[src/common/hsail_pkg.sv]
// constants shared by the hub strap capture and indicator logic
// Notes on behaviour
// at reset release the level of the shared serial-clock pin is latched as config_select_bit0.
// at reset release the highspeed_indicator pin level is latched as config_select_bit1.
// with the fixed-port strap enabled, serial-data and suspend-indicator pins are latched.
// fixed-port code 00 means all removable, 01 port 1 fixed, 10 ports 1 and 2 fixed.
// highspeed_indicator is active high when config_select_bit1 is 0, else active low.
// highspeed_indicator is asserted at high speed upstream and negated at full speed.
// the system holds the reset pin low at least 1 us once all supplies are nominal.
// the system supplies a 24 MHz reference by crystal or external clock; the testbench drives sys_clk at 100 MHz (10 ns period).
// suspend_indicator is active high for code 00, active low for 01, active high for 10.
// suspend_indicator is asserted only while configured and not suspended.
// latched strap values stay fixed until the next reset, whatever the pins do later.
package hsail_pkg;
	// register map, byte addresses within the decoded window
	localparam int ADDR_W = 8;
	localparam logic [7:0] REG_CTRL = 8'h00;
	localparam logic [7:0] REG_STATUS = 8'h04;
	// control register fields
	localparam int CTRL_LINK_HS = 0;
	localparam int CTRL_CONFIGURED = 1;
	localparam int CTRL_SUSPENDED = 2;
	localparam int CTRL_W = 3;
	localparam logic [2:0] CTRL_RESET = 3'h0;
	// status register fields
	localparam int ST_CFG0 = 0;
	localparam int ST_CFG1 = 1;
	localparam int ST_FIXED_HI = 2;
	localparam int ST_FIXED_LO = 3;
	localparam int ST_VALID = 4;
	localparam int ST_PORT1_FIXED = 5;
	localparam int ST_PORT2_FIXED = 6;
	localparam int ST_HS_LOW = 7;
	localparam int ST_SUSP_LOW = 8;
	localparam int ST_STRAP_EN = 9;
	localparam int ST_W = 10;
	// synchronised pin vector layout
	localparam int PIN_CFG0 = 0;
	localparam int PIN_FIXED_HI = 1;
	localparam int PIN_CFG1 = 2;
	localparam int PIN_FIXED_LO = 3;
	localparam int PIN_STRAP_EN = 4;
	localparam int PIN_W = 5;
	// fixed-port strap codes
	localparam logic [1:0] FIXED_NONE = 2'h0;
	localparam logic [1:0] FIXED_P1 = 2'h1;
	localparam logic [1:0] FIXED_P12 = 2'h2;
	// ahb-lite encodings
	localparam int HTRANS_ACTIVE_BIT = 1;
	localparam logic [2:0] HSIZE_WORD = 3'h2;
	localparam logic HRESP_OKAY = 1'h0;
endpackage

[src/logic/hsail_sync.sv]
// two-flop synchronisers for the strap and indicator pins
`timescale 1ns/1ns
module hsail_sync (
	// clock
	input wire logic sys_clk,
	// raw pins and synchronised copy
	input wire logic [hsail_pkg::PIN_W-1:0] din,
	output logic [hsail_pkg::PIN_W-1:0] dout
);
	logic [hsail_pkg::PIN_W-1:0] meta_q;
	logic [hsail_pkg::PIN_W-1:0] sync_q;

	// no reset, so pins are tracked while the chip is still in reset
	genvar i;
	for (i = 0; i < hsail_pkg::PIN_W; i++) begin : g_bit
		always_ff @(posedge sys_clk) begin
			meta_q[i] <= din[i];
			sync_q[i] <= meta_q[i];
		end
	end

	assign dout = sync_q;
endmodule

[src/logic/hsail_top.sv]
// strap capture at reset release, indicator drivers and ahb-lite registers
//
// The placing of the registers and register access over AHB-Lite are this design's own decisions.
`timescale 1ns/1ns
module hsail_top (
	// clock and reset
	input wire logic sys_clk,
	input wire logic rst_n,
	// ahb-lite slave
	input wire logic hsel,
	input wire logic [31:0] haddr,
	input wire logic [1:0] htrans,
	input wire logic hwrite,
	input wire logic [2:0] hsize,
	input wire logic [31:0] hwdata,
	input wire logic hready,
	output logic hreadyout,
	output logic [31:0] hrdata,
	output logic hresp,
	// shared serial pins, strap inputs only
	input wire logic scl_pin_in,
	input wire logic sda_pin_in,
	// highspeed_indicator pin
	input wire logic highspeed_indicator_in,
	output logic highspeed_indicator_out,
	output logic highspeed_indicator_oe,
	// suspend_indicator pin
	input wire logic suspend_indicator_in,
	output logic suspend_indicator_out,
	output logic suspend_indicator_oe,
	// fixed-port strap enable from configuration
	input wire logic strap_en_in
);
	logic rst_s1_q;
	logic rst_s2_q;
	logic rst_sync_n;
	logic [hsail_pkg::PIN_W-1:0] pin_raw;
	logic [hsail_pkg::PIN_W-1:0] pin_s;
	logic captured_q;
	logic cfg0_q;
	logic cfg1_q;
	logic strap_en_q;
	logic [1:0] fixed_q;
	logic [1:0] fixed_sample;
	logic capture_now;
	logic [1:0] port_fixed;
	logic susp_low;
	logic [hsail_pkg::CTRL_W-1:0] ctrl_q;
	logic [hsail_pkg::CTRL_W-1:0] ctrl_cur;
	logic wr_pend_q;
	logic [hsail_pkg::ADDR_W-1:0] wr_addr_q;
	logic ahb_take;
	logic ctrl_wr;
	logic [31:0] status_word;
	logic [31:0] ctrl_word;
	logic [31:0] rd_value;
	logic [31:0] hrdata_q;
	logic hs_assert;
	logic susp_assert;
	logic hs_out_d;
	logic susp_out_d;
	logic hs_out_q;
	logic susp_out_q;
	logic oe_q;

	// reset: asserted at once, released through two flops
	always_ff @(posedge sys_clk or negedge rst_n) begin
		if (!rst_n) begin
			rst_s1_q <= 1'h0;
			rst_s2_q <= 1'h0;
		end else begin
			rst_s1_q <= 1'h1;
			rst_s2_q <= rst_s1_q;
		end
	end
	assign rst_sync_n = rst_s2_q;

	// pins gathered for the synchroniser
	assign pin_raw[hsail_pkg::PIN_CFG0] = scl_pin_in;
	assign pin_raw[hsail_pkg::PIN_FIXED_HI] = sda_pin_in;
	assign pin_raw[hsail_pkg::PIN_CFG1] = highspeed_indicator_in;
	assign pin_raw[hsail_pkg::PIN_FIXED_LO] = suspend_indicator_in;
	assign pin_raw[hsail_pkg::PIN_STRAP_EN] = strap_en_in;

	hsail_sync u_sync (
		.sys_clk(sys_clk),
		.din(pin_raw),
		.dout(pin_s)
	);

	// straps sampled on the first edge after the internal release
	assign capture_now = !captured_q;
	assign fixed_sample = pin_s[hsail_pkg::PIN_STRAP_EN] ?
		{pin_s[hsail_pkg::PIN_FIXED_HI], pin_s[hsail_pkg::PIN_FIXED_LO]} :
		hsail_pkg::FIXED_NONE;

	// sync lags the pin two cycles, which still sees the level at pin release
	always_ff @(posedge sys_clk or negedge rst_sync_n) begin
		if (!rst_sync_n) begin
			captured_q <= 1'h0;
			cfg0_q <= 1'h0;
			cfg1_q <= 1'h0;
			strap_en_q <= 1'h0;
			fixed_q <= hsail_pkg::FIXED_NONE;
		end else if (capture_now) begin
			captured_q <= 1'h1;
			cfg0_q <= pin_s[hsail_pkg::PIN_CFG0];
			cfg1_q <= pin_s[hsail_pkg::PIN_CFG1];
			strap_en_q <= pin_s[hsail_pkg::PIN_STRAP_EN];
			fixed_q <= fixed_sample;
		end
	end

	// fixed-port decode; unlisted code 11 is taken as both ports fixed
	assign port_fixed[0] = fixed_q != hsail_pkg::FIXED_NONE;
	assign port_fixed[1] = fixed_q[1];
	assign susp_low = fixed_q == hsail_pkg::FIXED_P1;

	// ahb-lite address phase and write decode
	assign ahb_take = hsel && htrans[hsail_pkg::HTRANS_ACTIVE_BIT] && hready;
	assign ctrl_wr = wr_pend_q && (wr_addr_q == hsail_pkg::REG_CTRL);
	assign ctrl_cur = ctrl_wr ? hwdata[hsail_pkg::CTRL_W-1:0] : ctrl_q;

	// read words; a read right after a write sees the new control value
	assign ctrl_word = {{(32 - hsail_pkg::CTRL_W){1'h0}}, ctrl_cur};
	assign status_word[hsail_pkg::ST_CFG0] = cfg0_q;
	assign status_word[hsail_pkg::ST_CFG1] = cfg1_q;
	assign status_word[hsail_pkg::ST_FIXED_HI] = fixed_q[1];
	assign status_word[hsail_pkg::ST_FIXED_LO] = fixed_q[0];
	assign status_word[hsail_pkg::ST_VALID] = captured_q;
	assign status_word[hsail_pkg::ST_PORT1_FIXED] = port_fixed[0];
	assign status_word[hsail_pkg::ST_PORT2_FIXED] = port_fixed[1];
	assign status_word[hsail_pkg::ST_HS_LOW] = cfg1_q;
	assign status_word[hsail_pkg::ST_SUSP_LOW] = susp_low;
	assign status_word[hsail_pkg::ST_STRAP_EN] = strap_en_q;
	assign status_word[31:hsail_pkg::ST_W] = '0;
	assign rd_value = (haddr[hsail_pkg::ADDR_W-1:0] == hsail_pkg::REG_CTRL) ? ctrl_word :
		(haddr[hsail_pkg::ADDR_W-1:0] == hsail_pkg::REG_STATUS) ? status_word : 32'h0;

	// data phase tracking; only whole-word writes are honoured
	always_ff @(posedge sys_clk or negedge rst_sync_n) begin
		if (!rst_sync_n) begin
			wr_pend_q <= 1'h0;
			wr_addr_q <= '0;
		end else if (hready) begin
			wr_pend_q <= ahb_take && hwrite && (hsize == hsail_pkg::HSIZE_WORD);
			wr_addr_q <= haddr[hsail_pkg::ADDR_W-1:0];
		end
	end

	// control register and registered read data
	always_ff @(posedge sys_clk or negedge rst_sync_n) begin
		if (!rst_sync_n) begin
			ctrl_q <= hsail_pkg::CTRL_RESET;
			hrdata_q <= 32'h0;
		end else begin
			ctrl_q <= ctrl_cur;
			if (ahb_take && !hwrite) begin
				hrdata_q <= rd_value;
			end
		end
	end

	// zero wait states, never an error
	assign hreadyout = 1'h1;
	assign hresp = hsail_pkg::HRESP_OKAY;
	assign hrdata = hrdata_q;

	// indicator levels; polarity follows the latched straps
	assign hs_assert = ctrl_q[hsail_pkg::CTRL_LINK_HS];
	assign susp_assert = ctrl_q[hsail_pkg::CTRL_CONFIGURED] &&
		!ctrl_q[hsail_pkg::CTRL_SUSPENDED];
	assign hs_out_d = captured_q && (hs_assert ^ cfg1_q);
	assign susp_out_d = captured_q && (susp_assert ^ susp_low);

	// pins float until the straps are in, so the board resistors set them
	always_ff @(posedge sys_clk or negedge rst_sync_n) begin
		if (!rst_sync_n) begin
			hs_out_q <= 1'h0;
			susp_out_q <= 1'h0;
			oe_q <= 1'h0;
		end else begin
			hs_out_q <= hs_out_d;
			susp_out_q <= susp_out_d;
			oe_q <= captured_q;
		end
	end
	assign highspeed_indicator_out = hs_out_q;
	assign suspend_indicator_out = susp_out_q;
	assign highspeed_indicator_oe = oe_q;
	assign suspend_indicator_oe = oe_q;

	// checks
	chk_cfg0_latch: assert property (@(posedge sys_clk) disable iff (!rst_sync_n)
		$rose(captured_q) |-> cfg0_q == $past(pin_s[hsail_pkg::PIN_CFG0]))
		else $error("config_select_bit0 not latched from scl pin");
	chk_cfg1_latch: assert property (@(posedge sys_clk) disable iff (!rst_sync_n)
		$rose(captured_q) |-> cfg1_q == $past(pin_s[hsail_pkg::PIN_CFG1]))
		else $error("config_select_bit1 not latched from indicator pin");
	chk_fixed_latch: assert property (@(posedge sys_clk) disable iff (!rst_sync_n)
		$rose(captured_q) |-> fixed_q == ($past(pin_s[hsail_pkg::PIN_STRAP_EN]) ?
		{$past(pin_s[hsail_pkg::PIN_FIXED_HI]), $past(pin_s[hsail_pkg::PIN_FIXED_LO])} :
		hsail_pkg::FIXED_NONE))
		else $error("fixed-port strap latched wrongly");
	chk_fixed_decode: assert property (@(posedge sys_clk) disable iff (!rst_sync_n)
		ahb_take && !hwrite && haddr[hsail_pkg::ADDR_W-1:0] == hsail_pkg::REG_STATUS
		&& fixed_q == hsail_pkg::FIXED_P12 |=>
		hrdata[hsail_pkg::ST_PORT1_FIXED] && hrdata[hsail_pkg::ST_PORT2_FIXED])
		else $error("code 10 does not report both ports fixed");
	chk_hs_polarity: assert property (@(posedge sys_clk) disable iff (!rst_sync_n)
		captured_q && cfg1_q && !hs_assert |=> highspeed_indicator_out && highspeed_indicator_oe)
		else $error("active-low speed indicator not idle high");
	chk_hs_speed: assert property (@(posedge sys_clk) disable iff (!rst_sync_n)
		captured_q ##1 captured_q |-> highspeed_indicator_out == ($past(hs_assert) ^ cfg1_q))
		else $error("speed indicator does not follow link speed");
	chk_susp_polarity: assert property (@(posedge sys_clk) disable iff (!rst_sync_n)
		captured_q && fixed_q == hsail_pkg::FIXED_P1 && susp_assert |=> !suspend_indicator_out)
		else $error("suspend indicator not active low for code 01");
	chk_susp_state: assert property (@(posedge sys_clk) disable iff (!rst_sync_n)
		captured_q && ctrl_q[hsail_pkg::CTRL_SUSPENDED] |=> suspend_indicator_out == susp_low)
		else $error("suspend indicator asserted while suspended");
	chk_straps_hold: assert property (@(posedge sys_clk) disable iff (!rst_sync_n)
		captured_q |=> $stable(cfg0_q) && $stable(cfg1_q) && $stable(fixed_q))
		else $error("latched straps changed after capture");
	chk_pins_float: assert property (@(posedge sys_clk) disable iff (!rst_sync_n)
		!captured_q |=> !highspeed_indicator_oe && !suspend_indicator_oe)
		else $error("indicator driven before straps were latched");
endmodule

[config.mk]
export PLATFORM = sky130hd
export DESIGN_NAME = hsail_top
export DESIGN_NICKNAME = d
export VERILOG_FILES = /design/src/common/hsail_pkg.sv /design/src/logic/hsail_sync.sv /design/src/logic/hsail_top.sv
export SDC_FILE = /design/constraint.sdc
export NUM_CORES = 1
export LEC_CHECK = 0
export BUFFER_PORTS_ARGS = -buffer_cell sky130_fd_sc_hd__buf_2
export CORE_ASPECT_RATIO = 0.9
export CORE_MARGIN = 2
export CORE_UTILIZATION = 30
export CTS_CLUSTER_DIAMETER = 40
export DETAILED_ROUTE_END_ITERATION = 10
export PLACE_DENSITY_LB_ADDON = 0.08
export SLEW_MARGIN = 0
export SYNTH_ARGS = -nofsm -noshare
export SYNTH_HDL_FRONTEND = slang
export SYNTH_SLANG_ARGS = --single-unit
[constraint.sdc]
create_clock -name sys_clk -period 1.46 [get_ports sys_clk]
set_clock_uncertainty 0.2 [all_clocks]
set_input_delay 0.438 -clock sys_clk [delete_from_list [all_inputs] [get_ports sys_clk]]
set_output_delay 0.438 -clock sys_clk [all_outputs]
set_load 0.01 [all_outputs]
**Word level (Yosys, flattened, before mapping)**

Cells that the tools add are included.

- Memories: 0
- Output and inout bits: 38
- RAM bits: 0
- Logic and storage cells: 47
- Bits of input ports: 79
- ROM bits: 0
- Latch bits: 0
- Bits in registers: 65

- Multiplexer cells: 4
- $add $sub $neg: 0
- Equal/unequal tests: 3
- Multipliers: 0
- Shift-type cells: 0
- Reductions and logical operators: 14
- Div/mod/pow operators: 0
- Bitwise gates (word level): 2
- Magnitude comparators: 0

Operator list:

| operator | count |
|---|---|
| 10-bit two-way mux | 2 |
| 8-bit zero test | 2 |
| 1-bit logical AND | 9 |
| 8-bit by 3-bit == test with 1-bit output, second input constant | 1 |
| 3-bit by 2-bit == test with 1-bit output, second input constant | 1 |
| 3-bit two-way mux | 1 |
| 2-bit by 1-bit == test with 1-bit output, second input constant | 1 |
| 1-bit zero test | 2 |
| 2-bit two-way mux | 1 |
| 2-bit nonzero test | 1 |
| 1-bit bitwise XOR | 2 |

**Logic depth before layout (Yosys ltp)**

- Depth after elaboration: 4
- Depth in mapped cells: 4
- Depth with buffers taken out: 4

**Cells and area by module**

Synthesis repeated with hierarchy kept, for this count alone.

- Cell total of the unflattened synthesis: 130
- Area total of the unflattened synthesis: 1667.8 um^2

Modules (own cells, without submodules):

| module | instances | sequential area each (um^2) | area an instance (um^2) | cells each |
|---|---|---|---|---|
| hsail_top | 1 | 825.8 | 1467.7 | 120 |
| hsail_sync | 1 | 200.2 | 200.2 | 10 |

**Worst setup path after synthesis**

Ideal clock, no wire load.

- Kind: reg-to-reg
- Start: register wr_addr_q[2] (netlist name)
- End: register hrdata_q[0], in the netlist hrdata[0]
- Clock period less this slack: 1721 ps
- Library setup time: 126 ps
- Path slack: -261 ps
- Stages on the path, launching flop included: 5
- Data arrival time: 1395 ps
- Path through: dfrtp_1 > nor4_1 > nand4b_1 > mux2_2 > a221o_1

- Cells in the longest elaborated chain, start to end: 4

RTL lines:

| what | line | RTL |
|---|---|---|
| start, declared | hsail_top.sv:51 | `logic [hsail_pkg::ADDR_W-1:0] wr_addr_q;` |
| start signal, assigned | hsail_top.sv:147 | `wr_addr_q <= haddr[hsail_pkg::ADDR_W-1:0];` |
| 8-bit zero test | hsail_top.sv:121 | `assign ctrl_wr = wr_pend_q && (wr_addr_q == hsail_pkg::REG_CTRL);` |
| 1-bit logical AND | hsail_top.sv:121 |  |
| 3-bit two-way mux | hsail_top.sv:122 | `assign ctrl_cur = ctrl_wr ? hwdata[hsail_pkg::CTRL_W-1:0] : ctrl_q;` |
| net ctrl_cur, one bit | hsail_top.sv:49 | `logic [hsail_pkg::CTRL_W-1:0] ctrl_cur;` |
| 10-bit two-way mux | hsail_top.sv:137 | `assign rd_value = (haddr[hsail_pkg::ADDR_W-1:0] == hsail_pkg::REG_CTRL) ? ctrl_word :` |
| end signal, assigned | hsail_top.sv:159 | `hrdata_q <= rd_value;` |
| end, declared | hsail_top.sv:57 | `logic [31:0] hrdata_q;` |

The timed path passes the listed nets, and every way through them passes these cells.
A chain may end at the register's enable or synchronous reset.

**Worst setup path after layout**

- Start: register wr_addr_q[2] (netlist name)
- End: register hrdata_q[1], in the netlist hrdata[1]

The elaborated chain is that of the path after synthesis.

==> flow_summary.ini <==
[worst_setup_path]
crit_family = flip-flops
end_kind = register
worst_ep_arrival_time_ns = 1.82
critPathMaxStageDelay_ns = 0.39
cp-start-kind = register
path_max_fanout = 3
crit_required_ns = 1.44
critical_path_buf_inv_count = 1
crit_chain = nor4_2, nand4b_1, buf_4, mux2_4, a221o_1
cp_slowest_cell = dfrtp_1
worstSetupPathType = register to register

[logic_synthesis]
synth_flop_cell = dfrtp_1
synth_warnings = 0
synth_most_common_cell = dfrtp_1
syn_area_um2 = 1670
synthDistinctLibCells = 26
syn_inst = 130
synth_common_cells = 33 x dfrtp_1, 25 x buf_4, 13 x mux2_2
synth_top_cell_by_area = dfrtp_1
seq_area_frac_synth_pct = 61.5
syn_avg_cell_area_um2 = 12.8
ys_ff_latch = 43
synthTopCellsByArea = dfrtp_1 50%, dfxtp_1 12%, buf_4 11%
synth_edf_count = 0
ys_async_sr_fraction_pct = 76.7
yosysTopAreaCellShare_pct = 49.5

[detailed_routing]
drt-pass1-iter-count = 4
drc = 0
antenna_left = 0
vias_per_cell = 4.28
finalWirelength_um = 3090
routedWlPerCell_um = 11.9
num_vias = 1112
drt_iter0_drc = 21

[cts]
tritoncts = yes
worstSkewPairLatency_ns = 0.29
cts-root-buf = clkbuf_8
cts.clk_slew.worst_paths_ns = 0.08
cts_num_sinks = 43
numCtsBuffers = 5
htree_levels = 2
cts_buffer_depth = 2

[final_layout]
stdcell_area_um2 = 2170
syn2layout_area_growth_pct = 30.2
nets = 271
drive_above_1_share_pct = 43.5
antenna_cells = 0

[place]
dp_hpwl_um = 2270
placed_area_um2 = 1920
gp_congestion = 0.716
pre_cts_ws_ns = -0.465
io_buffer_count = 38

[sta]
fin_crit_ns = 1.84
whs_ns = 0.0464
rsz0062_at_grt = yes
fin_ws_ns = -0.382
setup_viol = 7
fmax_mhz = 543
drv_slew = 0
finalCritPeriodShare_pct = 126
hold_violations = 0

[grt]
grt_pass1_vias = 1078
grt_usage_pct = 11.5
grt-ovfl-total = 0
grt_first_pass_wirelength_um = 5260
grt_antenna_before_repair = 0
grt_max_degree = 32

[worst_hold_path]
hold_class = register to async pin

[die]
dieArea_um2 = 6170
die_y_um = 74.7
die_x_um = 82.6
core_area_um2 = 5320
placementRows = 25
ioPinCount = 117
floorplan.initialDensity_pct = 31.4

[job]
maxCapViolations = 0

[power]
ir_worst_vdd_mv = 0.546
p_per_area_nw_per_um2 = 1090
power.total_w = 0.00237
power_leakage_nw = 1.07

[outcome]
violations = negative setup slack
outcome = finished, violations left
-- worst paths after layout --
kind | cells past startpoint | slack, ns | end | from
min | 1 | 0.05 | wr_pend_q | rst_s2_q
max in group asynchronous | 2 | 0.72 | rst_s2_q | rst_n
min reg2reg | 1 | 0.05 | wr_pend_q | rst_s2_q
max reg2reg | 5 | -0.38 | hrdata[1] | wr_addr_q[2]
min in group sys_clk | 1 | 0.05 | u_sync.meta_q[0] | scl_pin_in
max | 5 | -0.38 | hrdata[1] | wr_addr_q[2]
-- power by group --
part | switching [W] | internal [W]
sequential | 0.0000406 | 0.00125
combinational | 0.000106 | 0.0000969
clock | 0.000390 | 0.000484
-- metal layers --
metal,GRT usage [%],share of wire [%]
met5,0,0
met4,5.46,1.7
met3,3.36,6.4
met2,16.4,45
met1,16.0,47
-- repair_timing --
item | CTS | global route
endpoints found under the hold margin | 2 | 0
hold buffers | 1 | 0
gates resized for setup | 3 | 4
endpoints found under the setup margin | 16 | 25
pin swaps | 4 | 3
buffers inserted | 8 | 4
-- logic make-up after synthesis --
logic type	Yosys count	synth area share [%]
AO/OA/AOI/OAI	14	7.13
other	2	0.450
AND/OR/NAND/NOR	27	8.93
buffers and inverters	29	12.2
XOR/XNOR	2	1.05
multiplexers	13	8.78
flip-flops	43	61.5
-- area by class of cell --
type / instances / area (µm²)
fillers: 518 / 3150
flip-flops and latches: 43 / 1030
multi-input cells: 82 / 576
repair buffers: 59 / 369
clock buffers: 7 / 108
well taps: 67 / 83.8
clock inverters: 1 / 5.00
inverters: 1 / 3.75
-- metrics by stage --
stage	setup TNS [ns]	instances	utilization (%)
6_report	-1.35	260	40.8
2_1_floorplan	-0.848	154	-
3_3_place_gp	-3.10	239	36.1
3_5_place_dp	-3.32	239	36.1
4_1_cts	-1.55	256	39.8
5_1_grt	-2.06	260	40.8
-- registers in the layout, indices dropped and copies added, names as in the netlist, 2 cells and up --
| signal | flops |
|---|---|
| hrdata | 10 |
| fixed_q | 2 |
| wr_addr_q | 8 |
| ctrl_q | 3 |
| u_sync.dout | 5 |
| u_sync.meta_q | 5 |
-- layout by cell type (no fill, tap or decap), drive strengths merged, types with 2 or more instances in the layout --
cell type	synthesis	layout
a221o	3	3
a22o	7	7
and2	2	2
buf	25	58
clkbuf	3	7
conb	2	26
dfrtp	33	33
dfxtp	10	10
mux2	13	13
nand2	6	6
nand4b	2	2
nor2	5	5
nor2b	2	2
nor3	3	3
nor4	2	2
o31ai	2	2
(Power assumes the default switching activity.)
